`config.mk`:
```
export PLATFORM = sky130hd
export DESIGN_NAME = ecc_ctrl
export DESIGN_NICKNAME = d
export VERILOG_FILES = /design/src/ecc_pkg.sv /design/src/ecc_ctrl.sv
export VERILOG_INCLUDE_DIRS = /design/src
export SDC_FILE = /design/constraint.sdc
export NUM_CORES = 1
export LEC_CHECK = 0
export BUFFER_PORTS_ARGS = -buffer_cell sky130_fd_sc_hd__buf_4
export CAP_MARGIN = 25
export CELL_PAD_IN_SITES_DETAIL_PLACEMENT = 1
export CELL_PAD_IN_SITES_GLOBAL_PLACEMENT = 1
export CORE_MARGIN = 2
export CORE_UTILIZATION = 35
export CTS_CLUSTER_SIZE = 12
export DETAILED_ROUTE_END_ITERATION = 7
export PLACE_DENSITY = 0.65
export SYNTH_ARGS = -nofsm -noshare
export SYNTH_HDL_FRONTEND = slang
export SYNTH_SLANG_ARGS = --single-unit
```
`constraint.sdc`:
```
create_clock -name ref_clk -period 12.5 [get_ports ref_clk]
set_input_delay 0.625 -clock ref_clk [delete_from_list [all_inputs] [get_ports ref_clk]]
set_output_delay 0.625 -clock ref_clk [all_outputs]
set_load 0.005 [all_outputs]
```
`src/ecc_regs.svh`:
```
`ifndef ECC_REGS_SVH
`define ECC_REGS_SVH

// ==========================================================================
// Register map
// ==========================================================================
`define ECC_ADDR_MODE    8'h00
`define ECC_ADDR_START   8'h04
`define ECC_ADDR_STOP    8'h08
`define ECC_ADDR_STATUS  8'h0c
`define ECC_RESP_OKAY    2'b00
`define ECC_RESP_SLVERR  2'b10
`define ECC_PROGRAM_SELECT_USER    3'h4
`define ECC_SIF_SENSE    2'h2

// ==========================================================================
// Condition codes and figures
// ==========================================================================
`define ECC_CODE_NONE    4'h0
`define ECC_CODE_TIME    4'h1
`define ECC_EXT_MAX      10'h10e
`define ECC_MIN_PER_TNTH 11'h006
`define ECC_RPT_S8       11'h00a
`define ECC_RPT_S9       11'h01e
`define ECC_RPT_S10      11'h03c
`define ECC_RPT_S11      11'h078
`define ECC_RPT_P8       11'h001
`define ECC_RPT_P9       11'h003
`define ECC_RPT_P10      11'h006
`define ECC_RPT_P11      11'h00c
`define ECC_CNT_MAX      11'h7ff
`define ECC_CLK_MHZ      100
`define ECC_EVAL_US      1000
`define ECC_TICK_W       17

`endif

```
`src/ecc_pkg.sv`:
```
`default_nettype none
`include "ecc_regs.svh"

package ecc_pkg;

	typedef enum logic {
		ECC_IDLE   = 1'b0,
		ECC_ACTIVE = 1'b1
	} ecc_ev_e;

	typedef struct packed {
		ecc_ev_e                 ev;
		logic                    blk;
		logic                    s_prev;
		logic [`ECC_TICK_W-1:0]  tick_cnt;
		logic                    tick;
		logic [10:0]             tod_prev;
		logic                    min_pend;
		logic [10:0]             rep_cnt;
		logic [10:0]             run_cnt;
		logic [9:0]              pan;
		logic                    chg_min;
		logic                    pb1;
		logic                    pb2;
		logic [2:0]              program_select;
		logic [1:0]              sif;
		logic [3:0]              scode;
		logic [9:0]              sval;
		logic [3:0]              pcode;
		logic [9:0]              pval;
		logic                    awready;
		logic                    wready;
		logic                    aw_have;
		logic                    w_have;
		logic [7:0]              awaddr;
		logic [31:0]             wdata;
		logic [3:0]              wstrb;
		logic                    bvalid;
		logic [1:0]              bresp;
		logic                    arready;
		logic                    rvalid;
		logic [31:0]             rdata;
		logic [1:0]              rresp;
		logic                    ev_on;
		logic                    ev_off;
	} ecc_state_s;

endpackage : ecc_pkg

`default_nettype wire

```
`src/ecc_ctrl.sv`:
```
// Operation
// - Start only on start rising with aux active.
// - Further starts blocked while start stays active.
// - Start going inactive clears the block.
// - Active stop at start edge prevents start.
// - Start code 0 means always active.
// - Stop code 0 means never active.
// - Code 1: time of day above setting.
// - Start codes 8-11 repeat at fixed intervals.
// - Stop codes 8-11 end after fixed run times.
// - Start codes 14/15 repeat at programmed rate.
// - Stop codes 14/15 end after run time.
// - Codes 6/7 combine push-button with time.
// - Codes 4/5 compare selected external voltage.
// - Codes 2/3 compare panel voltage, may delay.
// - Codes 12/13 compare battery voltage.
// - Stop time below start time means next day.
// - Settings editable only in program 4.
// - Idle event starts with start, aux, threshold.
// - Stop or aux/threshold loss ends event.
//
// The address map and register access over AXI4-Lite were decided locally.
`timescale 1ns/1ps
`default_nettype none
`include "ecc_regs.svh"

module ecc_ctrl #(
	parameter logic [`ECC_TICK_W-1:0] EVAL_CYCLES =
		`ECC_TICK_W'(`ECC_EVAL_US * `ECC_CLK_MHZ)
) (
	// Clock and reset.
	input  wire logic        ref_clk,
	input  wire logic        reset_n,
	// Controller state and measurements.
	input  wire logic [10:0] time_of_day_min,
	input  wire logic [9:0]  panel_voltage,
	input  wire logic [9:0]  sense_voltage,
	input  wire logic [9:0]  bus_ext_voltage,
	input  wire logic [9:0]  battery_voltage,
	input  wire logic        charge_switch_on,
	input  wire logic        aux_state_condition,
	input  wire logic        threshold_condition,
	input  wire logic        push_button_input,
	// Switched output.
	output var  logic        event_out,
	output var  logic        event_inactive_indication,
	// AXI4-Lite slave.
	input  wire logic [7:0]  s_axi_awaddr,
	input  wire logic        s_axi_awvalid,
	output var  logic        s_axi_awready,
	input  wire logic [31:0] s_axi_wdata,
	input  wire logic [3:0]  s_axi_wstrb,
	input  wire logic        s_axi_wvalid,
	output var  logic        s_axi_wready,
	output var  logic [1:0]  s_axi_bresp,
	output var  logic        s_axi_bvalid,
	input  wire logic        s_axi_bready,
	input  wire logic [7:0]  s_axi_araddr,
	input  wire logic        s_axi_arvalid,
	output var  logic        s_axi_arready,
	output var  logic [31:0] s_axi_rdata,
	output var  logic [1:0]  s_axi_rresp,
	output var  logic        s_axi_rvalid,
	input  wire logic        s_axi_rready
);

	// ======================================================================
	// Helpers
	// ======================================================================
	function automatic logic [10:0] to_min(input logic [9:0] tenths);
		to_min = 11'({1'b0, tenths} * `ECC_MIN_PER_TNTH);
	endfunction : to_min

	function automatic logic [31:0] merge(input logic [31:0] old,
			input logic [31:0] nw, input logic [3:0] strb);
		logic [31:0] m;
		m = {{8{strb[3]}}, {8{strb[2]}}, {8{strb[1]}}, {8{strb[0]}}};
		merge = (old & ~m) | (nw & m);
	endfunction : merge

	function automatic logic [10:0] rep_int(input logic [3:0] code,
			input logic is_stop, input logic [9:0] val);
		rep_int = `ECC_CNT_MAX;
		unique case (code)
			4'h8: rep_int = is_stop ? `ECC_RPT_P8 : `ECC_RPT_S8;
			4'h9: rep_int = is_stop ? `ECC_RPT_P9 : `ECC_RPT_S9;
			4'ha: rep_int = is_stop ? `ECC_RPT_P10 : `ECC_RPT_S10;
			4'hb: rep_int = is_stop ? `ECC_RPT_P11 : `ECC_RPT_S11;
			4'he: rep_int = {1'b0, val};
			4'hf: rep_int = to_min(val);
			default: rep_int = `ECC_CNT_MAX;
		endcase
	endfunction : rep_int

	ecc_pkg::ecc_state_s q;
	ecc_pkg::ecc_state_s d;

	logic [9:0] ext_v;
	logic       s_now;
	logic       p_now;
	logic       s_edge;
	logic       wrap;
	logic       go_on;
	logic       go_off;
	logic [3:0] s_code;
	logic [3:0] p_code;

	// Shared decoder for both start and stop selections.
	function automatic logic cond(input logic [3:0] code,
			input logic [9:0] val, input logic [10:0] cnt,
			input logic is_stop);
		logic tgt;
		tgt = time_of_day_min > to_min(val);
		unique case (code)
			4'h0: cond = !is_stop;
			4'h1: cond = tgt;
			4'h2: cond = q.pan > val;
			4'h3: cond = q.pan < val;
			4'h4: cond = ext_v > val;
			4'h5: cond = ext_v < val;
			4'h6: cond = q.pb2 && tgt;
			4'h7: cond = !q.pb2 && tgt;
			4'h8, 4'h9, 4'ha, 4'hb:
				cond = tgt && cnt >= rep_int(code, is_stop, val);
			4'hc: cond = battery_voltage > val;
			4'hd: cond = battery_voltage < val;
			4'he, 4'hf:
				cond = cnt >= rep_int(code, is_stop, val);
			default: cond = 1'b0;
		endcase
	endfunction : cond

	// ======================================================================
	// Condition evaluation
	// ======================================================================
	always_comb begin
		// The sense input cannot read beyond its range, so it is clamped.
		if (q.sif == `ECC_SIF_SENSE) begin
			ext_v = (sense_voltage > `ECC_EXT_MAX) ? `ECC_EXT_MAX
				: sense_voltage;
		end else begin
			ext_v = bus_ext_voltage;
		end
		s_code = (q.program_select == `ECC_PROGRAM_SELECT_USER) ? q.scode : `ECC_CODE_NONE;
		p_code = (q.program_select == `ECC_PROGRAM_SELECT_USER) ? q.pcode : `ECC_CODE_NONE;
		s_now = cond(s_code, q.sval, q.rep_cnt, 1'b0);
		wrap = s_code == `ECC_CODE_TIME && p_code == `ECC_CODE_TIME
			&& q.pval < q.sval;
		if (wrap) begin
			p_now = time_of_day_min > to_min(q.pval)
				&& time_of_day_min <= to_min(q.sval);
		end else begin
			p_now = cond(p_code, q.pval, q.run_cnt, 1'b1);
		end
		// Code 0 has no edge to wait for, so it is exempt from the block.
		s_edge = (s_code == `ECC_CODE_NONE) ? 1'b1
			: (s_now && !q.s_prev && !q.blk);
		go_on = q.tick && q.ev == ecc_pkg::ECC_IDLE && s_now && s_edge
			&& !p_now && aux_state_condition
			&& threshold_condition;
		go_off = q.tick && q.ev == ecc_pkg::ECC_ACTIVE && (p_now
			|| !aux_state_condition || !threshold_condition);
	end

	// ======================================================================
	// Next state
	// ======================================================================
	always_comb begin
		logic        aw_ok;
		logic        w_ok;
		logic [7:0]  wa;
		logic [31:0] wd;
		logic [3:0]  ws;
		logic [31:0] cur;
		logic        hit;
		d = q;
		aw_ok = q.aw_have || (s_axi_awvalid && q.awready);
		w_ok = q.w_have || (s_axi_wvalid && q.wready);
		wa = q.aw_have ? q.awaddr : s_axi_awaddr;
		wd = q.w_have ? q.wdata : s_axi_wdata;
		ws = q.w_have ? q.wstrb : s_axi_wstrb;
		cur = 32'h0;
		hit = 1'b0;

		d.pb1 = push_button_input;
		d.pb2 = q.pb1;

		d.tick = q.tick_cnt == EVAL_CYCLES - 1'b1;
		d.tick_cnt = d.tick ? '0 : q.tick_cnt + 1'b1;
		d.tod_prev = time_of_day_min;
		d.min_pend = (q.min_pend && !q.tick)
			|| (time_of_day_min != q.tod_prev);

		if (!charge_switch_on) begin
			d.chg_min = 1'b0;
		end else if (q.tick && q.min_pend) begin
			d.chg_min = 1'b1;
		end
		// Panel voltage is sampled while the charge switch is off, or once it has stayed on past a minute change.
		if (q.tick && (!charge_switch_on || q.chg_min)) begin
			d.pan = panel_voltage;
		end

		if (q.tick) begin
			d.s_prev = s_now;
			if (q.min_pend && q.rep_cnt != `ECC_CNT_MAX) begin
				d.rep_cnt = q.rep_cnt + 1'b1;
			end
			if (q.min_pend && q.run_cnt != `ECC_CNT_MAX) begin
				d.run_cnt = q.run_cnt + 1'b1;
			end
			// The run timer only counts while the event is on, so an
			// old run cannot show up as an active stop at the next start.
			if (q.ev == ecc_pkg::ECC_IDLE) begin
				d.run_cnt = '0;
			end
			if (s_now && s_code >= 4'h8 && s_code != 4'hc
					&& s_code != 4'hd) begin
				d.rep_cnt = '0;
			end
			if (!s_now) begin
				d.blk = 1'b0;
			end else if (s_edge) begin
				d.blk = 1'b1;
			end
			if (go_on) begin
				d.ev = ecc_pkg::ECC_ACTIVE;
				d.run_cnt = '0;
			end else if (go_off) begin
				d.ev = ecc_pkg::ECC_IDLE;
			end
		end
		d.ev_on = d.ev == ecc_pkg::ECC_ACTIVE;
		d.ev_off = d.ev == ecc_pkg::ECC_IDLE;

		// AXI4-Lite write: address and data taken in either order.
		if (s_axi_awvalid && q.awready) begin
			d.aw_have = 1'b1;
			d.awaddr = s_axi_awaddr;
		end
		if (s_axi_wvalid && q.wready) begin
			d.w_have = 1'b1;
			d.wdata = s_axi_wdata;
			d.wstrb = s_axi_wstrb;
		end
		if (q.bvalid && s_axi_bready) begin
			d.bvalid = 1'b0;
		end
		if (aw_ok && w_ok && !q.bvalid) begin
			d.aw_have = 1'b0;
			d.w_have = 1'b0;
			d.bvalid = 1'b1;
			d.bresp = `ECC_RESP_OKAY;
			unique case (wa)
				`ECC_ADDR_MODE: begin
					cur = merge({26'h0, q.sif, 1'b0, q.program_select}, wd, ws);
					d.program_select = cur[2:0];
					d.sif = cur[5:4];
				end
				`ECC_ADDR_START: begin
					cur = merge({6'h0, q.sval, 12'h0, q.scode}, wd, ws);
					if (q.program_select == `ECC_PROGRAM_SELECT_USER) begin
						d.scode = cur[3:0];
						d.sval = cur[25:16];
					end
				end
				`ECC_ADDR_STOP: begin
					cur = merge({6'h0, q.pval, 12'h0, q.pcode}, wd, ws);
					if (q.program_select == `ECC_PROGRAM_SELECT_USER) begin
						d.pcode = cur[3:0];
						d.pval = cur[25:16];
					end
				end
				`ECC_ADDR_STATUS: d.bresp = `ECC_RESP_OKAY;
				default: d.bresp = `ECC_RESP_SLVERR;
			endcase
		end
		d.awready = !d.aw_have && !d.bvalid;
		d.wready = !d.w_have && !d.bvalid;

		// AXI4-Lite read.
		if (q.rvalid && s_axi_rready) begin
			d.rvalid = 1'b0;
		end
		if (s_axi_arvalid && q.arready) begin
			d.rvalid = 1'b1;
			d.rresp = `ECC_RESP_OKAY;
			unique case (s_axi_araddr)
				`ECC_ADDR_MODE: d.rdata = {26'h0, q.sif, 1'b0, q.program_select};
				`ECC_ADDR_START:
					d.rdata = {6'h0, q.sval, 12'h0, q.scode};
				`ECC_ADDR_STOP:
					d.rdata = {6'h0, q.pval, 12'h0, q.pcode};
				`ECC_ADDR_STATUS: begin
					hit = 1'b1;
					d.rdata = {26'h0, q.blk, threshold_condition,
						aux_state_condition, p_now, s_now, q.ev_on};
				end
				default: begin
					d.rdata = 32'h0;
					d.rresp = `ECC_RESP_SLVERR;
				end
			endcase
		end
		d.arready = !d.rvalid && !hit;
	end

	always_ff @(posedge ref_clk) begin
		if (!reset_n) begin
			q <= '0;
		end else begin
			q <= d;
		end
	end

	assign event_out = q.ev_on;
	assign event_inactive_indication = q.ev_off;
	assign s_axi_awready = q.awready;
	assign s_axi_wready = q.wready;
	assign s_axi_bvalid = q.bvalid;
	assign s_axi_bresp = q.bresp;
	assign s_axi_arready = q.arready;
	assign s_axi_rvalid = q.rvalid;
	assign s_axi_rdata = q.rdata;
	assign s_axi_rresp = q.rresp;
endmodule : ecc_ctrl
`default_nettype wire

```
### After elaboration in Yosys (flattened, before gate mapping)

Cells that the tools add are included.

| cells by class | value |
|---|---|
| add/sub/neg operators | 3 |
| $mul | 2 |
| magnitude comparators | 22 |
| equal/unequal tests | 46 |
| muxes and demuxes | 41 |
| bitwise logic cells | 11 |
| reduce and logical (&&, ||, !) cells | 76 |

Operators by type and width:

| operator | number |
|---|---|
| $pmux W11 S6 | 2 |
| $mux W11 | 11 |
| $pmux W26 S4 | 1 |
| $and A26 B26 Y26 | 3 |
| $lt A10 B10 Y1 | 7 |
| $eq A4 B4 Y1 const B | 16 |
| $gt A10 B10 Y1 | 6 |
| $or A26 B26 Y26 | 2 |
| $ge A11 B11 Y1 | 4 |
| $logic_and A1 B1 Y1 | 37 |
| $mux W35 | 1 |
| $eq A4 B3 Y1 const B | 8 |
| $eq A8 B4 Y1 const B | 4 |
| $mux W26 | 1 |
| $not A26 Y26 | 1 |
| $pmux W1 S12 | 2 |
| $add A11 B1 Y11 const B | 2 |
| $gt A11 B11 Y1 | 2 |
| $ne A11 B11 Y1 const B | 2 |
| $mul A10 B2 Y10 const B | 2 |
| $mux W10 | 2 |
| $add A17 B1 Y17 const B | 1 |
| $eq A17 B17 Y1 const B | 1 |
| $eq A4 B2 Y1 const B | 4 |
| other kinds (28) | 79 |

| storage, ports and cells | value |
|---|---|
| register bits | 183 |
| input port bits | 114 |
| output and inout bits | 43 |
| logic and storage cells | 234 |

### Longest topological paths before layout

Gate-level depths: netlist of run 1.

| logic depth | value |
|---|---|
| depth after elaboration | 18 |
| mapped depth | 22 |
| gate-level depth less buffers | 21 |

### Worst setup path after synthesis of run 1

No wires, ideal clock.

| timing path | value |
|---|---|
| path kind | flip-flop to flip-flop |
| start point | register (tool-made name) |
| end point | register (tool-made name) |
| setup time | 0.115 ns |
| arrival | 4.126 ns |
| required time | 12.385 ns |
| setup slack | 8.259 ns |
| stages on the path, launching flop included | 22 |
| path buffers | 0 |
| clock period less this slack | 4.241 ns |
| cell sequence | dfxtp_1 ha_1 fa_1 a21oi_1 nor2_1 nor2_1 o21bai_1 a21oi_1 o21bai_1 a21oi_1 xnor2_1 o311a_1 ha_1 a21oi_1 o21ai_0 a31o_2 a41oi_1 nor2_1 or4_4 a31oi_1 a21oi_1 and2_1 |

==> flow_summary.yaml, run 1 <==
setup_path:
  critical_path_required_ps: 12820
  path_max_fanout: 6
  critPathKind: "reg2reg"
  critical_path_arrival_ps: 5170
  crit_path_end_kind: "flip-flop"
  reg2reg_slack_ps: 7650
  rr_worst_depth: 18
  start_kind: "flip-flop"
cells_and_area:
  final_cell_area_um2: 12190
  layout-drive-gt1-share: 0.1411
  final_common_cell: "dfxtp_1"
  fin_nets: 1608
  area_growth_pct: 15.50
  diodes: 0
  finish.utilization: 0.4112
  final_cell_mix: "dfxtp_1, nor2_1, ha_1"
detailed_routing:
  dr.pass1.iters: 5
  final_antenna_net_count: 0
  drtIter0Drc: 464
  totalWireLength_um: 34310
  drc: 0
  vias_per_cell: 5.391
  wire_per_inst_um: 19.44
  vias: 9515
floorplanning:
  die_area_um2: 31550
  io_pins: 157
  start_util: 0.3560
  rows: 63
  dieWidth_um: 177.6
  fp.coreArea_um2: 29640
  die_h_um: 177.6
status:
  status: "complete, no violations"
worst_hold_path:
  holdCritStartpoint: "push_button_input"
  worstHoldPathCells: 2
  min_to: "d[122]"
  worstHoldPathType: "in2reg"
pwr:
  powerDensity_nw_per_um2: 94.53
  combPwrFrac: 0.096
  swShare: 0.2694
  vdd_ir_drop_max_mv: 0.08938
  p_sw_uw: 310.3
  clkPwrFrac: 0.462
  power_frac_seq: 0.442
  internal-power_uw: 841.7
  p_leak_nw: 5.028
grt:
  antenna_found_initial: 0
  grt_pass1_vias: 9797
  grt_first_pass_wirelength_um: 54320
  grt_remaining_overflow: 0
  grt.total_usage: 0.2230
  grt_max_degree: 64
placed_design:
  gp_congestion: 0.8612
  dp_hpwl_um: 26530
  port_buffers: 121
  place_area_um2: 11590
synth:
  synthesis.area_um2: 10550
  ys_seq_elements: 154
  synthFlopType: "dfxtp_1"
  ys_warn_count: 0
  synth.top_cell.area_share: 0.2922
  syn_area_per_cell_um2: 8.243
  ys_async_sr_fraction: 0
  synth_top_area_cell: "dfxtp_1"
  ys_types: 71
  synth-edff-count: 0
  synth-seq-area-share: 0.2922
  synth_area_leaders: "dfxtp_1, ha_1, nor2_1"
  synth_cells: 1280
run:
  maxCapViolCount: 0
timing:
  period_share: 0.3880
  period_minus_slack_ps: 4850
  rsz0062_at_grt: "no"
  drv_slew: 0
  setup_tns_ps: 0
  final-setup-viol-count: 0
  timing.hold.ws_ps: 393.5
  worst_pin_slew_ps: 972.1
  slew_headroom: 0.3511
  max_clock_freq_ghz: 0.2062
  finClkSkew_ps: 17.05
  hold_viol: 0
clock_tree:
  cts_resized: 0
  clock_tree.root_cell: "clkbuf_16"
  cts_max_path_buffers: 2
  hold_buffers: 0
  numCtsBuffers: 17
  cts_tree: "yes"
  postCtsSetupBuffers: 0
  clkTransAtPathRegs_ps: 70
  clk_latency_ps: 440
  numClockSinks: 154
  htree_levels: 4
synth_stat cells, types with 6 or more instances:
master / number
dfxtp_1: 154
nor2_1: 144
ha_1: 130
nand2_1: 117
a21oi_1: 93
inv_1: 56
o21ai_0: 46
buf_4: 39
a211oi_1: 32
clkbuf_1: 31
xnor2_1: 31
nand3_1: 30
and2_1: 29
mux2i_1: 29
nor3_1: 29
nand4_1: 28
xor2_1: 22
mux2_2: 19
a21boi_0: 18
a22oi_1: 16
and3_1: 15
nor2b_1: 15
a21o_1: 13
o21bai_1: 11
nand2b_1: 10
nor4_1: 9
a31oi_1: 8
buf_1: 8
nor3b_1: 7
o21a_1: 6
o31ai_1: 6
layer usage:
layer,vias up,share of wire,GRT usage
met2,192,0.46,0.3637
met4,0,0.022,0.06523
met1,4587,0.47,0.2981
li1,4692,-,-
met5,-,0,0
met3,44,0.049,0.04263
power groups by stage:
stage	Sequential, mW	Combinational [mW]	Clock (mW)
CTS	0.509	0.112	0.547
finish	0.509	0.111	0.533
floorplan	0.516	0.0671	0
global placement	0.520	0.108	0
detailed placement	0.520	0.111	0
global route	0.510	0.124	0.566
cell type report:
class,count,area [µm²]
clock inverter,14,153.9
fill,3704,17450
sequential,154,3083
timing repair buffer,127,953.4
tap,390,488.0
clock buffer,18,439.2
inverter,56,210.2
multi-input combinational,1006,6859
worst max-delay path by stage:
stage                     depth (start not counted)      start   endpoint  slack (ps)
after floorplan                                  21  flip-flop  flip-flop        8260
after global routing                             21  flip-flop  flip-flop        7320
after global placement                           21  flip-flop  flip-flop        7720
after detailed placement                         18  flip-flop  flip-flop        7650
final                                            18  flip-flop  flip-flop        7650
after CTS                                        18  flip-flop  flip-flop        7630
cells by family (layout without fill, tap and decap cells):
logic type	count (synthesis)	in the layout	synth area share
and+or+nand+nor	459	459	0.2115
AOI/OAI and AO/OA	295	295	0.1799
DFF	154	154	0.2922
buffers and inverters	137	215	0.06415
adders and majority gates	132	132	0.1580
xor gates and xnor gates	53	53	0.04399
muxes	49	49	0.04992
other	1	18	0.0003554
stage by stage:
step,std cells,worst slack [ps],power [mW]
CTS,1765,7631,1.168
global route,1765,7322,1.200
finish,1765,7650,1.152
floorplan,1297,8259,0.5833
global placement,1733,7721,0.6281
detailed placement,1733,7655,0.6310
worst max-delay path: stages, from the launching register on:
cell	delay, ps
dfxtp_1	570
ha_1	310
a21o_1	160
a21oi_1	220
o21bai_1	100
a21oi_1	240
o21bai_1	90
a21oi_1	170
xor2_1	330
ha_1	310
a21o_1	180
a211oi_1	290
nand2b_1	80
o21ai_0	490
nor2_1	110
or4_4	630
a31oi_1	200
a21oi_1	80
and2_1	160
No activity file was read; power rests on OpenSTA's default activity.
==> run 2, diff against run 1 <==
Settings changed: PLACE_DENSITY 0.65 to 0.67.
Clock period 12.5 ns to 4.1 ns, I/O delays scaled along.
==> flow_summary.yaml, run 2 (same netlist as run 1, synthesis figures left out) <==
status:
  status: "complete, but fails checks"
  violations: "setup timing"
grt:
  grt_max_degree: 52
  grt_pass1_vias: 10040
  grt_remaining_overflow: 0
  grt_first_pass_wirelength_um: 55300
  antenna_found_initial: 0
  grt.total_usage: 0.2294
clock_tree:
  clkTransAtPathRegs_ps: 70
  clk_latency_ps: 450
  numClockSinks: 154
  cts_max_path_buffers: 2
  htree_levels: 4
  clock_tree.root_cell: "clkbuf_16"
  numCtsBuffers: 17
  cts_tree: "yes"
pwr:
  powerDensity_nw_per_um2: 281.3
  vdd_ir_drop_max_mv: 0.2943
  p_leak_nw: 5.372
setup_path:
  max_stage_delay_ps: 480
  reg2reg_slack_ps: -20
  path_max_fanout: 4
  rr_worst_depth: 21
  start_kind: "flip-flop"
  critPathKind: "reg2reg"
  critical_path_required_ps: 4440
  crit_slowest_cell: "or4_4"
  crit_path_end_kind: "flip-flop"
  cpMostUsedCell: "a21oi_2"
  path_cells: "ha_4 > fa_2 > a21oi_2 > nor2_1 > nor2_2 > o21bai_1 > a21oi_2 > o21bai_1 > a21oi_2 > xnor2_1 > o311a_1 > ha_4 > a21oi_2 > o21ai_2 > a31o_2 > a41oi_2 > nor2_1 > or4_4 > a31oi_4 > a21oi_2 > and2_1"
  critical_path_arrival_ps: 4460
worst_hold_path:
  worstHoldPathCells: 3
  worstHoldPathType: "in2reg"
  holdCritStartpoint: "panel_voltage[1]"
  min_to: "q[126]"
placed_design:
  dp_hpwl_um: 27970
  port_buffers: 121
  place_area_um2: 12010
  gp_congestion: 0.8908
  place_ws_ps: -323.5
run:
  maxCapViolCount: 0
cells_and_area:
  fin_nets: 1671
  final_cell_mix: "buf_4, dfxtp_1, nor2_1"
  layout-drive-gt1-share: 0.1919
  area_growth_pct: 22.39
  final_cell_area_um2: 12910
  diodes: 0
  final_common_cell: "buf_4"
  nFillCells: 3570
detailed_routing:
  wl_met2_um: 16800
  drc: 0
  final_antenna_net_count: 0
  wire_per_inst_um: 19.55
  met1Wirelength_um: 16400
  drtIter0Drc: 422
  top_layer_used: "met4"
  dr_wl_met3_um: 1506
  totalWireLength_um: 35740
  vias_per_cell: 5.424
  dr.pass1.iters: 5
  vias: 9915
timing:
  slew_headroom: 0.4117
  hold_viol: 0
  period_minus_slack_ps: 4123
  worst_pin_slew_ps: 882.5
  drv_slew: 0
  setup_tns_ps: -22.80
  max_clock_freq_ghz: 0.2426
  finClkSkew_ps: 10.14
  finalWorstSetupSlack_ps: -22.80
  period_share: 1.006
  final-setup-viol-count: 1
  rsz0062_at_grt: "yes"
floorplanning:
  die_h_um: 177.6
  die_area_um2: 31550
  rows: 63
  start_util: 0.3560
  fp.coreArea_um2: 29640
  dieWidth_um: 177.6
  io_pins: 157
run 2: changes by cell type in the layout (fill, tap and decap cells not counted), sizes merged:
cell and change:
buf +52, bufinv +3, clkbuf +1, clkinvlp -2
dlygate4sd3 +11, inv -2
run 2: final cells by class:
cell class | count | area [µm²] | area share
Sequential cell | 154 | 3088 | 0.2391
Inverter | 56 | 210.2 | 0.01628
Clock inverter | 13 | 188.9 | 0.01463
Multi-Input combinational cell | 1006 | 7027 | 0.5441
Tap cell | 390 | 488.0 | 0.03779
Timing Repair Buffer | 190 | 1479 | 0.1145
Clock buffer | 19 | 432.9 | 0.03352
run 2: metal layers:
layer  vias up  global-route usage
met1      4846              0.2936
met5         -                   0
met3        54             0.04413
met4         0             0.08504
li1       4815                   -
met2       200              0.3816
run 2: worst max-delay path by stage:
stage / end / cells past startpoint
2_1_floorplan: flip-flop / 21
3_3_place_gp: flip-flop / 21
3_5_place_dp: flip-flop / 21
4_1_cts: flip-flop / 21
5_1_grt: q[154] / 22
6_report: flip-flop / 21
run 2: repair_timing:
item	in CTS	in global routing
endpoints found under the hold margin	11	0
pin swaps	16	17
setup endpoints to repair	16	17
setup buffers	0	2
hold buffers	11	0
resized for setup	18	18
run 2: power breakdown:
group	switching [mW]	internal, mW	total, mW
sequential	0.0192	1.53	1.55
clock	0.697	1.03	1.72
combinational	0.188	0.175	0.363
run 2: stage by stage:
stage	power, mW	cells	hold WS, ps	utilization
floorplan	1.778	1297	326.7	-
global placement	1.918	1783	426.8	0.4046
detailed placement	1.932	1784	426.6	0.4053
CTS	3.663	1826	1.450	0.4326
global route	3.777	1828	11.62	0.4357
finish	3.633	1828	13.67	0.4357
run 2: worst max-delay path: cells and delay by family (launching register included):
kind | cells | cell delay (ps)
compound gates | 12 | 1890
simple gates | 5 | 880
fa+ha+maj | 3 | 800
flops | 1 | 340
xor+xnor | 1 | 110
